### src/verilog/lpt_pkg.sv
// Constants, types and helpers of the command timing core
// What this block does
// - Write data taken six or eight cycles later
// - Termination off within 12 ns of power down
// - Termination on within 12 ns of exit
// - Calibration results driven within 20 ns
package lpt_pkg;

	// ----------------------------------------------------------------
	// Clock and rounding
	// ----------------------------------------------------------------
	localparam int CLK_PS = 10000;

	function automatic int lpt_cyc_min(input int t_ps, input int floor_nck);
		int c;
		c = (t_ps + CLK_PS - 1) / CLK_PS;
		return (c > floor_nck) ? c : floor_nck;
	endfunction

	function automatic int lpt_cyc_max(input int t_ps);
		int c;
		c = t_ps / CLK_PS;
		return (c < 1) ? 1 : c;
	endfunction

	// ----------------------------------------------------------------
	// Times as printed
	// ----------------------------------------------------------------
	localparam int MRR_NCK = 4;
	localparam int RCD_PS = 18000;
	localparam int RCD_NCK = 3;
	localparam int RAS_PS = 42000;
	localparam int RAS_NCK = 3;
	localparam int RPPB_PS = 18000;
	localparam int RPPB_NCK = 3;
	localparam int RPAB_PS = 21000;
	localparam int RPAB_NCK = 3;
	localparam int CKESR_PS = 15000;
	localparam int CKESR_NCK = 3;
	localparam int RFCAB_PS = 130000;
	localparam int XSR_EXTRA_PS = 10000;
	localparam int XSR_NCK = 2;
	localparam int XP_PS = 7500;
	localparam int XP_NCK = 3;
	localparam int RTP_PS = 7500;
	localparam int RTP_NCK = 4;
	localparam int WTR_PS = 7500;
	localparam int WTR_NCK = 4;
	localparam int RRD_PS = 10000;
	localparam int RRD_NCK = 2;
	localparam int FAW_PS = 50000;
	localparam int FAW_NCK = 8;
	localparam int DPD_US = 500;
	localparam int ODT_OFF_PS = 12000;
	localparam int ODT_ON_PS = 12000;
	localparam int ADR_PS = 20000;
	localparam int CAMRD_NCK = 20;
	localparam int CAENT_NCK = 10;
	localparam int CAEXT_NCK = 10;
	localparam int CACKEL_NCK = 10;
	localparam int CACD_EXTRA_NCK = 2;
	localparam int WL_LO = 6;
	localparam int WL_HI = 8;

	// ----------------------------------------------------------------
	// Derived cycle counts
	// ----------------------------------------------------------------
	localparam int MRR_CYC = MRR_NCK;
	localparam int XP_CYC = lpt_cyc_min(XP_PS, XP_NCK);
	localparam int MRRI_CYC = XP_CYC + lpt_cyc_min(RCD_PS, RCD_NCK);
	localparam int XSR_CYC = lpt_cyc_min(RFCAB_PS + XSR_EXTRA_PS, XSR_NCK);
	localparam int CKESR_CYC = lpt_cyc_min(CKESR_PS, CKESR_NCK);
	localparam int RTP_CYC = lpt_cyc_min(RTP_PS, RTP_NCK);
	localparam int WTR_CYC = lpt_cyc_min(WTR_PS, WTR_NCK);
	localparam int RRD_CYC = lpt_cyc_min(RRD_PS, RRD_NCK);
	localparam int FAW_CYC = lpt_cyc_min(FAW_PS, FAW_NCK);
	localparam int RPPB_CYC = lpt_cyc_min(RPPB_PS, RPPB_NCK);
	localparam int RPAB_CYC = lpt_cyc_min(RPAB_PS, RPAB_NCK);
	localparam int RCPB_CYC = lpt_cyc_min(RAS_PS, RAS_NCK) + RPPB_CYC;
	localparam int RCAB_CYC = lpt_cyc_min(RAS_PS, RAS_NCK) + RPAB_CYC;
	localparam int CACD_CYC = lpt_cyc_min(ADR_PS + CACD_EXTRA_NCK * CLK_PS, 1);
	localparam int ODT_OFF_CYC = lpt_cyc_max(ODT_OFF_PS);
	localparam int ODT_ON_CYC = lpt_cyc_max(ODT_ON_PS);
	localparam int ADR_CYC = lpt_cyc_max(ADR_PS);

	// ----------------------------------------------------------------
	// Widths, indices, reset values
	// ----------------------------------------------------------------
	localparam int CNT_W = 16;
	localparam int DQ_W = 16;
	localparam int CA_W = 10;
	localparam int BANKS = 8;
	localparam int FAW_ACTS = 4;
	localparam int ERR_W = 24;
	localparam logic ODT_RST = 1'h1;

	localparam int T_MRR = 0;
	localparam int T_XP = 1;
	localparam int T_MRRI = 2;
	localparam int T_XSR = 3;
	localparam int T_CKESR = 4;
	localparam int T_DPD = 5;
	localparam int T_WTR = 6;
	localparam int T_RRD = 7;
	localparam int T_CAMRD = 8;
	localparam int T_CAENT = 9;
	localparam int T_CAEXT = 10;
	localparam int T_CACKEL = 11;
	localparam int T_CACD = 12;
	localparam int T_RPAB = 13;
	localparam int NT = 14;

	// ----------------------------------------------------------------
	// Types
	// ----------------------------------------------------------------
	typedef enum logic [3:0] {
		OP_NOP = 4'h0, OP_ACT = 4'h1, OP_RD = 4'h2, OP_WR = 4'h3,
		OP_PRE = 4'h4, OP_PREA = 4'h5, OP_MRW = 4'h6, OP_MRR = 4'h7,
		OP_REF = 4'h8, OP_SRE = 4'h9, OP_SRX = 4'hA, OP_PDE = 4'hB,
		OP_PDX = 4'hC, OP_DPDE = 4'hD, OP_DPDX = 4'hE, OP_CAL = 4'hF
	} lpt_op_e_t;

	typedef enum logic [2:0] {
		ST_IDLE = 3'h0, ST_PD = 3'h1, ST_SR = 3'h3, ST_DPD = 3'h2, ST_CA = 3'h6
	} lpt_state_t;

	typedef struct packed {
		logic valid;
		lpt_op_e_t op;
		logic [2:0] bank;
		logic ca_enter;
		logic ca_exit;
		logic [CA_W-1:0] ca;
	} lpt_cmd_t;

	function automatic logic lpt_is(input lpt_cmd_t c, input lpt_op_e_t op);
		return c.valid && (c.op == op);
	endfunction

endpackage

### src/verilog/lpt_gap_timer.sv
// Countdown that stays busy for one cycle less than the loaded number
module lpt_gap_timer
	import lpt_pkg::*;
(
	// Clock and reset
	input wire logic clk_i,
	input wire logic rst_n_i,
	// Control
	input wire logic start_i,
	input wire logic [CNT_W-1:0] load_i,
	// Status
	output logic busy_o
);

	logic [CNT_W-1:0] cnt_q;

	// Busy for load-1 cycles after the start edge
	always_ff @(posedge clk_i or negedge rst_n_i) begin
		if (!rst_n_i) begin
			cnt_q <= '0;
		end else if (start_i) begin
			cnt_q <= (load_i == '0) ? '0 : load_i - CNT_W'(1);
		end else if (cnt_q != '0) begin
			cnt_q <= cnt_q - CNT_W'(1);
		end
	end

	assign busy_o = (cnt_q != '0);

endmodule

### src/verilog/lpt_timing_core.sv
// Command timing core: write latency, termination, calibration output, spacing checks
module lpt_timing_core
	import lpt_pkg::*;
#(
	parameter int DPD_CYC = lpt_cyc_min(DPD_US * 1000000, 1)
) (
	// Clock and reset
	input wire logic CLK_I,
	input wire logic RST_N_I,
	// Decoded command and clock enable
	input wire lpt_cmd_t CMD_I,
	input wire logic CKE_I,
	input wire logic WL_SEL_I,
	// Data pins
	input wire logic [DQ_W-1:0] DQ_I,
	output logic [DQ_W-1:0] DQ_O,
	output logic DQ_OE_O,
	// Captured write data
	output logic [DQ_W-1:0] WDATA_O,
	output logic WDATA_VALID_O,
	// Termination and state
	output logic ODT_EN_O,
	output lpt_state_t STATE_O,
	// Spacing violations
	input wire logic ERR_CLR_I,
	output logic [ERR_W-1:0] ERR_O
);

	// ----------------------------------------------------------------
	// Command decode
	// ----------------------------------------------------------------
	logic any_cmd;
	logic is_act;
	logic is_rd;
	logic is_wr;
	logic is_pre;
	logic is_prea;
	logic is_mrr;
	logic is_cal;
	logic ca_enter;
	logic ca_exit;
	logic cke_q;
	logic cke_fall;
	logic cke_rise;
	logic [2:0] bank;

	assign any_cmd = CMD_I.valid && (CMD_I.op != OP_NOP);
	assign is_act = lpt_is(CMD_I, OP_ACT);
	assign is_rd = lpt_is(CMD_I, OP_RD);
	assign is_wr = lpt_is(CMD_I, OP_WR);
	assign is_pre = lpt_is(CMD_I, OP_PRE);
	assign is_prea = lpt_is(CMD_I, OP_PREA);
	assign is_mrr = lpt_is(CMD_I, OP_MRR);
	assign is_cal = lpt_is(CMD_I, OP_CAL);
	assign ca_enter = lpt_is(CMD_I, OP_MRW) && CMD_I.ca_enter;
	assign ca_exit = lpt_is(CMD_I, OP_MRW) && CMD_I.ca_exit;
	assign bank = CMD_I.bank;
	assign cke_fall = cke_q && !CKE_I;
	assign cke_rise = !cke_q && CKE_I;

	always_ff @(posedge CLK_I or negedge RST_N_I) begin
		if (!RST_N_I) begin
			cke_q <= 1'h0;
		end else begin
			cke_q <= CKE_I;
		end
	end

	// ----------------------------------------------------------------
	// Power and training state
	// ----------------------------------------------------------------
	lpt_state_t st_q;
	lpt_state_t st_d;

	always_comb begin
		st_d = st_q;
		case (st_q)
			ST_IDLE: begin
				if (lpt_is(CMD_I, OP_PDE)) st_d = ST_PD;
				else if (lpt_is(CMD_I, OP_SRE)) st_d = ST_SR;
				else if (lpt_is(CMD_I, OP_DPDE)) st_d = ST_DPD;
				else if (ca_enter) st_d = ST_CA;
			end
			ST_PD: begin
				if (lpt_is(CMD_I, OP_PDX)) st_d = ST_IDLE;
			end
			ST_SR: begin
				if (lpt_is(CMD_I, OP_SRX)) st_d = ST_IDLE;
			end
			ST_DPD: begin
				if (lpt_is(CMD_I, OP_DPDX)) st_d = ST_IDLE;
			end
			ST_CA: begin
				if (ca_exit) st_d = ST_IDLE;
			end
			default: begin
				st_d = ST_IDLE;
			end
		endcase
	end

	always_ff @(posedge CLK_I or negedge RST_N_I) begin
		if (!RST_N_I) begin
			st_q <= ST_IDLE;
		end else begin
			st_q <= st_d;
		end
	end

	assign STATE_O = st_q;

	// ----------------------------------------------------------------
	// Termination: one register stage, inside ODT_OFF_CYC and ODT_ON_CYC
	// ----------------------------------------------------------------
	logic odt_q;

	always_ff @(posedge CLK_I or negedge RST_N_I) begin
		if (!RST_N_I) begin
			odt_q <= ODT_RST;
		end else if ((st_q != ST_IDLE) && (st_d == ST_IDLE) && (st_q != ST_CA)) begin
			odt_q <= 1'h1;
		end else if ((st_q == ST_IDLE) && (st_d != ST_IDLE) && (st_d != ST_CA)) begin
			odt_q <= 1'h0;
		end
	end

	assign ODT_EN_O = odt_q;

	// ----------------------------------------------------------------
	// Write latency pipeline
	// ----------------------------------------------------------------
	logic [WL_HI-1:0] wr_pipe_q;
	logic wr_tap;
	logic [DQ_W-1:0] wdata_q;
	logic wvalid_q;

	assign wr_tap = WL_SEL_I ? wr_pipe_q[WL_HI-1] : wr_pipe_q[WL_LO-1];

	always_ff @(posedge CLK_I or negedge RST_N_I) begin
		if (!RST_N_I) begin
			wr_pipe_q <= '0;
		end else begin
			wr_pipe_q <= {wr_pipe_q[WL_HI-2:0], is_wr && (st_q == ST_IDLE)};
		end
	end

	always_ff @(posedge CLK_I or negedge RST_N_I) begin
		if (!RST_N_I) begin
			wdata_q <= '0;
			wvalid_q <= 1'h0;
		end else begin
			wvalid_q <= wr_tap;
			if (wr_tap) wdata_q <= DQ_I;
		end
	end

	assign WDATA_O = wdata_q;
	assign WDATA_VALID_O = wvalid_q;

	// ----------------------------------------------------------------
	// Calibration results on the data pins, one cycle, inside ADR_CYC
	// ----------------------------------------------------------------
	logic [DQ_W-1:0] dq_q;
	logic dq_oe_q;

	always_ff @(posedge CLK_I or negedge RST_N_I) begin
		if (!RST_N_I) begin
			dq_q <= '0;
			dq_oe_q <= 1'h0;
		end else if ((st_q == ST_CA) && ca_exit) begin
			dq_oe_q <= 1'h0;
		end else if ((st_q == ST_CA) && is_cal) begin
			dq_q <= {{(DQ_W - CA_W){1'b0}}, CMD_I.ca};
			dq_oe_q <= 1'h1;
		end
	end

	assign DQ_O = dq_q;
	assign DQ_OE_O = dq_oe_q;

	// ----------------------------------------------------------------
	// Shared gap timers
	// ----------------------------------------------------------------
	logic [NT-1:0] t_start;
	logic [NT-1:0] t_busy;
	logic [CNT_W-1:0] t_load [NT];

	always_comb begin
		t_start = '0;
		t_start[T_MRR] = is_mrr;
		t_start[T_XP] = lpt_is(CMD_I, OP_PDX);
		t_start[T_MRRI] = lpt_is(CMD_I, OP_PDX);
		t_start[T_XSR] = lpt_is(CMD_I, OP_SRX);
		t_start[T_CKESR] = lpt_is(CMD_I, OP_SRE);
		t_start[T_DPD] = lpt_is(CMD_I, OP_DPDE);
		t_start[T_WTR] = wr_tap;
		t_start[T_RRD] = is_act;
		t_start[T_CAMRD] = ca_enter;
		t_start[T_CAENT] = cke_fall;
		t_start[T_CAEXT] = cke_rise;
		t_start[T_CACKEL] = ca_enter;
		t_start[T_CACD] = is_cal;
		t_start[T_RPAB] = is_prea;
		t_load[T_MRR] = CNT_W'(MRR_CYC);
		t_load[T_XP] = CNT_W'(XP_CYC);
		t_load[T_MRRI] = CNT_W'(MRRI_CYC);
		t_load[T_XSR] = CNT_W'(XSR_CYC);
		t_load[T_CKESR] = CNT_W'(CKESR_CYC);
		t_load[T_DPD] = CNT_W'(DPD_CYC);
		t_load[T_WTR] = CNT_W'(WTR_CYC);
		t_load[T_RRD] = CNT_W'(RRD_CYC);
		t_load[T_CAMRD] = CNT_W'(CAMRD_NCK);
		t_load[T_CAENT] = CNT_W'(CAENT_NCK);
		t_load[T_CAEXT] = CNT_W'(CAEXT_NCK);
		t_load[T_CACKEL] = CNT_W'(CACKEL_NCK);
		t_load[T_CACD] = CNT_W'(CACD_CYC);
		t_load[T_RPAB] = CNT_W'(RPAB_CYC);
	end

	for (genvar g = 0; g < NT; g++) begin : g_tmr
		lpt_gap_timer u_tmr (
			.clk_i(CLK_I),
			.rst_n_i(RST_N_I),
			.start_i(t_start[g]),
			.load_i(t_load[g]),
			.busy_o(t_busy[g])
		);
	end

	// ----------------------------------------------------------------
	// Per-bank timers
	// ----------------------------------------------------------------
	logic [BANKS-1:0] rcpb_busy;
	logic [BANKS-1:0] rcab_busy;
	logic [BANKS-1:0] rtp_busy;
	logic [BANKS-1:0] rp_busy;
	logic [BANKS-1:0] ab_closed_q;

	for (genvar b = 0; b < BANKS; b++) begin : g_bank
		logic hit;
		assign hit = (bank == 3'(b));
		lpt_gap_timer u_rcpb (
			.clk_i(CLK_I), .rst_n_i(RST_N_I), .start_i(is_act && hit),
			.load_i(CNT_W'(RCPB_CYC)), .busy_o(rcpb_busy[b])
		);
		lpt_gap_timer u_rcab (
			.clk_i(CLK_I), .rst_n_i(RST_N_I), .start_i(is_act && hit),
			.load_i(CNT_W'(RCAB_CYC)), .busy_o(rcab_busy[b])
		);
		lpt_gap_timer u_rtp (
			.clk_i(CLK_I), .rst_n_i(RST_N_I), .start_i(is_rd && hit),
			.load_i(CNT_W'(RTP_CYC)), .busy_o(rtp_busy[b])
		);
		lpt_gap_timer u_rp (
			.clk_i(CLK_I), .rst_n_i(RST_N_I), .start_i(is_pre && hit),
			.load_i(CNT_W'(RPPB_CYC)), .busy_o(rp_busy[b])
		);
		// Remembers which precharge closed the bank
		always_ff @(posedge CLK_I or negedge RST_N_I) begin
			if (!RST_N_I) begin
				ab_closed_q[b] <= 1'h0;
			end else if (is_prea) begin
				ab_closed_q[b] <= 1'h1;
			end else if (is_pre && hit) begin
				ab_closed_q[b] <= 1'h0;
			end
		end
	end

	// ----------------------------------------------------------------
	// Activate window ring and last activated bank
	// ----------------------------------------------------------------
	logic [FAW_ACTS-1:0] faw_busy;
	logic [1:0] faw_ptr_q;
	logic [2:0] last_bank_q;

	for (genvar f = 0; f < FAW_ACTS; f++) begin : g_faw
		lpt_gap_timer u_faw (
			.clk_i(CLK_I), .rst_n_i(RST_N_I), .start_i(is_act && (faw_ptr_q == 2'(f))),
			.load_i(CNT_W'(FAW_CYC)), .busy_o(faw_busy[f])
		);
	end

	always_ff @(posedge CLK_I or negedge RST_N_I) begin
		if (!RST_N_I) begin
			faw_ptr_q <= 2'h0;
			last_bank_q <= 3'h0;
		end else if (is_act) begin
			faw_ptr_q <= faw_ptr_q + 2'h1;
			last_bank_q <= bank;
		end
	end

	// ----------------------------------------------------------------
	// Violation flags, set wins over clear
	// ----------------------------------------------------------------
	logic [ERR_W-1:0] err_set;
	logic [ERR_W-1:0] err_q;

	always_comb begin
		err_set = '0;
		err_set[1] = any_cmd && t_busy[T_MRR];
		err_set[2] = is_mrr && t_busy[T_MRRI];
		err_set[4] = is_act && (rcpb_busy[bank] || (ab_closed_q[bank] && rcab_busy[bank]));
		err_set[5] = lpt_is(CMD_I, OP_SRX) && t_busy[T_CKESR];
		err_set[6] = any_cmd && t_busy[T_XSR];
		err_set[7] = any_cmd && t_busy[T_XP];
		err_set[8] = (is_pre && rtp_busy[bank]) || (is_prea && (|rtp_busy));
		err_set[9] = is_act && rp_busy[bank];
		err_set[10] = is_act && t_busy[T_RPAB];
		err_set[11] = is_rd && t_busy[T_WTR];
		err_set[12] = is_act && (bank != last_bank_q) && t_busy[T_RRD];
		err_set[13] = is_act && (&faw_busy);
		err_set[14] = lpt_is(CMD_I, OP_DPDX) && t_busy[T_DPD];
		err_set[17] = is_cal && t_busy[T_CAMRD];
		err_set[18] = is_cal && t_busy[T_CAENT];
		err_set[19] = ca_exit && t_busy[T_CAEXT];
		err_set[20] = cke_fall && t_busy[T_CACKEL];
		err_set[22] = is_cal && t_busy[T_CACD];
	end

	always_ff @(posedge CLK_I or negedge RST_N_I) begin
		if (!RST_N_I) begin
			err_q <= '0;
		end else begin
			err_q <= (ERR_CLR_I ? '0 : err_q) | err_set;
		end
	end

	assign ERR_O = err_q;

endmodule
### config.mk
export PLATFORM = sky130hd
export DESIGN_NAME = lpt_timing_core
export DESIGN_NICKNAME = d
export VERILOG_FILES = /design/src/verilog/lpt_pkg.sv /design/src/verilog/lpt_gap_timer.sv /design/src/verilog/lpt_timing_core.sv
export SDC_FILE = /design/constraint.sdc
export NUM_CORES = 2
export LEC_CHECK = 0
export ABC_AREA = 1
export BUFFER_PORTS_ARGS = -buffer_cell sky130_fd_sc_hd__buf_2
export CORE_ASPECT_RATIO = 1.4
export CORE_MARGIN = 2
export CORE_UTILIZATION = 64
export CTS_CLUSTER_DIAMETER = 200
export DETAILED_ROUTE_END_ITERATION = 7
export HOLD_SLACK_MARGIN = 0.03
export PLACE_DENSITY = 0.84
export SYNTH_ARGS = -nofsm -noshare
export SYNTH_HDL_FRONTEND = slang
export SYNTH_SLANG_ARGS = --single-unit
### constraint.sdc
create_clock -name CLK_I -period 2.65 [get_ports CLK_I]
set_input_delay 0.265 -clock CLK_I [delete_from_list [all_inputs] [get_ports CLK_I]]
set_output_delay 0.265 -clock CLK_I [all_outputs]
set_load 0.05 [all_outputs]
==> flow_summary.yaml <==
detailed_routing:
  wl_per_cell_microns: 14.71
  ant_nets: 0
  drt_first_pass_iters: 7
  drcViolationCount: 0
  drt_first_iter_violations: 2882
  vias: 40330
  viasPerCell: 5.592
  wirelength_microns: 106100
setup_path:
  arrival_ns: 2.85
  end_kind: "register"
  r2r-end: "g_tmr[7].u_tmr.cnt_q[0]"
  worst-path-max-fanout: 10
  cp_data_required_time_ns: 3.20
  r2r_slack_ns: 0.34
  timing.rr.start: "g_tmr[7].u_tmr.cnt_q[0]"
  r2r.worst_path.cells: 8
  critical_path_class: "reg -> reg"
  critPathLaunchType: "register"
sta:
  finalCriticalPeriod_ns: 2.306
  drv_slew: 0
  worst_pin_slew_ns: 0.9475
  finalHoldViolCount: 0
  fmax_ghz: 0.4337
  fin_worst_skew_ns: 0.02916
  totalNegativeSetupSlack_ns: 0
  relSlewSlack_pct: 36.44
  fin_crit_sh_pct: 87.01
  setup_viol: 0
  rsz0062_at_grt: "no"
clock_tree:
  cts-buffers-inserted: 85
  cts-resized-gates: 0
  insertion_delay_ns: 0.65
  cts-root-buf: "clkbuf_16"
  h-tree-depth: 3
  cts_setup_buffers: 0
  cts_tree: "yes"
  cts_max_path_buffers: 3
  cts.sinks: 872
  cts_hold_buf: 33
  clk_pin_slew_ns: 0.07
run_status:
  status: "finished clean"
yosys:
  dominantRegCellSynth: "dfrtp_1"
  synth_top_area_share_pct: 46.63
  synth-edff-count: 0
  ys_warn_count: 0
  synth_area_per_cell_sq_um: 7.831
  synth_commonest_cells: "nor2_1 (1028), nand2_1 (890), dfrtp_1 (871)"
  synth_area_sq_mm: 0.04674
  yosysMostFrequentCell: "nor2_1"
  yosys.area.top_type: "dfrtp_1"
  synth-seq-cells: 872
  synthArstFlopShare_pct: 100.0
  ys_seq_area_share_pct: 46.69
  ys_types: 58
  synthCells: 5969
  netlist_top_cells_area: "dfrtp_1 (47%), nor2_1 (8.3%), nand2_1 (7.1%), inv_1 (6.9%), nor3_1 (4.7%)"
power:
  p_leak_nw: 25.42
  powerDensity_mw_per_mm2: 985.1
  vdd_drop_max_v: 0.0008461
floorplanning:
  io_pins: 103
  die_y_microns: 323.8
  core-area_sq_mm: 0.07246
  start_util_pct: 64.50
  num_rows: 117
  die_w_microns: 232.4
  die-area_sq_mm: 0.07524
final_layout:
  multi_input_area_sq_mm: 0.02110
  drive_above_1_share_pct: 7.270
  nNetsFinal: 6281
  fillers: 5376
  design_area_sq_mm: 0.05217
  syn2layout_area_growth_pct: 11.61
  register_area_sq_mm: 0.02182
worst_hold_path:
  min_path_type: "in -> reg"
  min_path_cells: 3
  min_to: "wr_pipe_q[0]"
  min-delay-start: "CMD_I[15]"
placement:
  port-buffer-count: 90
  gp_congestion: 0.9425
  hpwl_microns: 74810
  dpl-instance-area_sq_mm: 0.04882
global_route:
  grt_antenna_before_repair: 1
  grt_usage_pct: 28.91
  grt_pass1_vias: 40460
  grt-ovfl-total: 0
  grt_max_degree: 78
  grt_pass1_wl_microns: 182300
job:
  cap_violations: 0
[worst max path at each step]
stage                               from                    endpoint  slack [ns]  depth (start not counted)
6_report         g_tmr[7].u_tmr.cnt_q[0]     g_tmr[7].u_tmr.cnt_q[0]        0.34                          8
5_1_grt        g_bank[1].u_rcab.cnt_q[0]  g_bank[1].u_rcab.cnt_q[11]        0.17                         11
4_1_cts         g_tmr[13].u_tmr.cnt_q[0]    g_tmr[13].u_tmr.cnt_q[0]        0.41                          9
3_5_place_dp                   CMD_I[18]  g_bank[1].u_rcpb.cnt_q[13]        0.35                         11
3_3_place_gp                   CMD_I[12]                    ERR_O[4]        0.39                         10
2_1_floorplan                 STATE_O[1]                     DQ_O[0]        0.73                          4
[registers in the layout, indices dropped and copies added (netlist names)]
register,count
WDATA_O,16
faw_ptr_q,2
WDATA_VALID_O,1
ODT_EN_O,1
g_bank.u_rp.cnt_q,128
g_bank.u_rcab.cnt_q,128
last_bank_q,3
STATE_O,3
g_bank.u_rcpb.cnt_q,128
wr_pipe_q,8
g_bank.u_rtp.cnt_q,128
g_faw.u_faw.cnt_q,64
cke_q,1
g_tmr.u_tmr.cnt_q,224
DQ_OE_O,1
ERR_O,18
ab_closed_q,8
DQ_O,10
[critical path, cell delays in order, from the launching register on]
cell and delay [ns]:
dfrtp_1 0.40, inv_1 0.12, ha_1 0.25, nand2_1 0.13, nor4_1 0.40, nand2_1 0.21, nor2_2 0.39, inv_1 0.11
o21ai_0 0.21
[power breakdown]
group,internal [W],switching (W),total (W)
Combinational,0.00632,0.00986,0.0162
Clock,0.00778,0.00531,0.0131
Sequential,0.0179,0.00422,0.0221
[metal layers]
metal | GRT usage, % | share of wire, %
met1 | 32.97 | 40
met2 | 53.56 | 52
met3 | 3.446 | 4.2
met4 | 13.63 | 4.0
met5 | 0 | 0
[layout by cell type, fill, tap and decap left out, drive strengths merged, types with 134 or more instances in the layout]
| master | count |
|---|---|
| a21oi | 257 |
| buf | 168 |
| dfrtp | 871 |
| inv | 909 |
| nand2 | 896 |
| nand3 | 294 |
| nor2 | 1068 |
| nor3 | 443 |
| o21ai | 236 |
| xnor2 | 134 |
| xor2 | 234 |
[metrics by stage]
step                      total power, W  cells  worst slack (ns)  util [%]  hold WS, ns
after floorplan                  0.03400   5980            0.7342         -     -0.03059
after global placement           0.03712   7018            0.3948     67.37       0.2283
after detailed placement         0.03794   7018            0.3507     67.37       0.2297
after CTS                        0.05142   7211            0.4062     71.99      0.04265
after global routing             0.05536   7212            0.1675     72.00      0.07116
final                            0.05139   7212            0.3442     72.00      0.09833
[layout make-up]
cell class,count,share of cell area (%)
antenna,1,0.004797
clock buffer,119,4.636
clock inverter,41,1.156
inverter,909,6.559
multi-input combinational,4117,40.44
sequential,872,41.83
tap,952,2.283
timing repair buffer,201,3.094
[cells by family after synthesis]
| logic type | share of synthesized area, % |
|---|---|
| mux | 0.2409 |
| simple gates | 28.87 |
| flops | 46.69 |
| buf+inv | 8.269 |
| xor+xnor | 6.895 |
| other cells | 0.008023 |
| fa+ha+maj | 1.445 |
| compound gates | 7.583 |
Power figures use the tool's default switching activity.
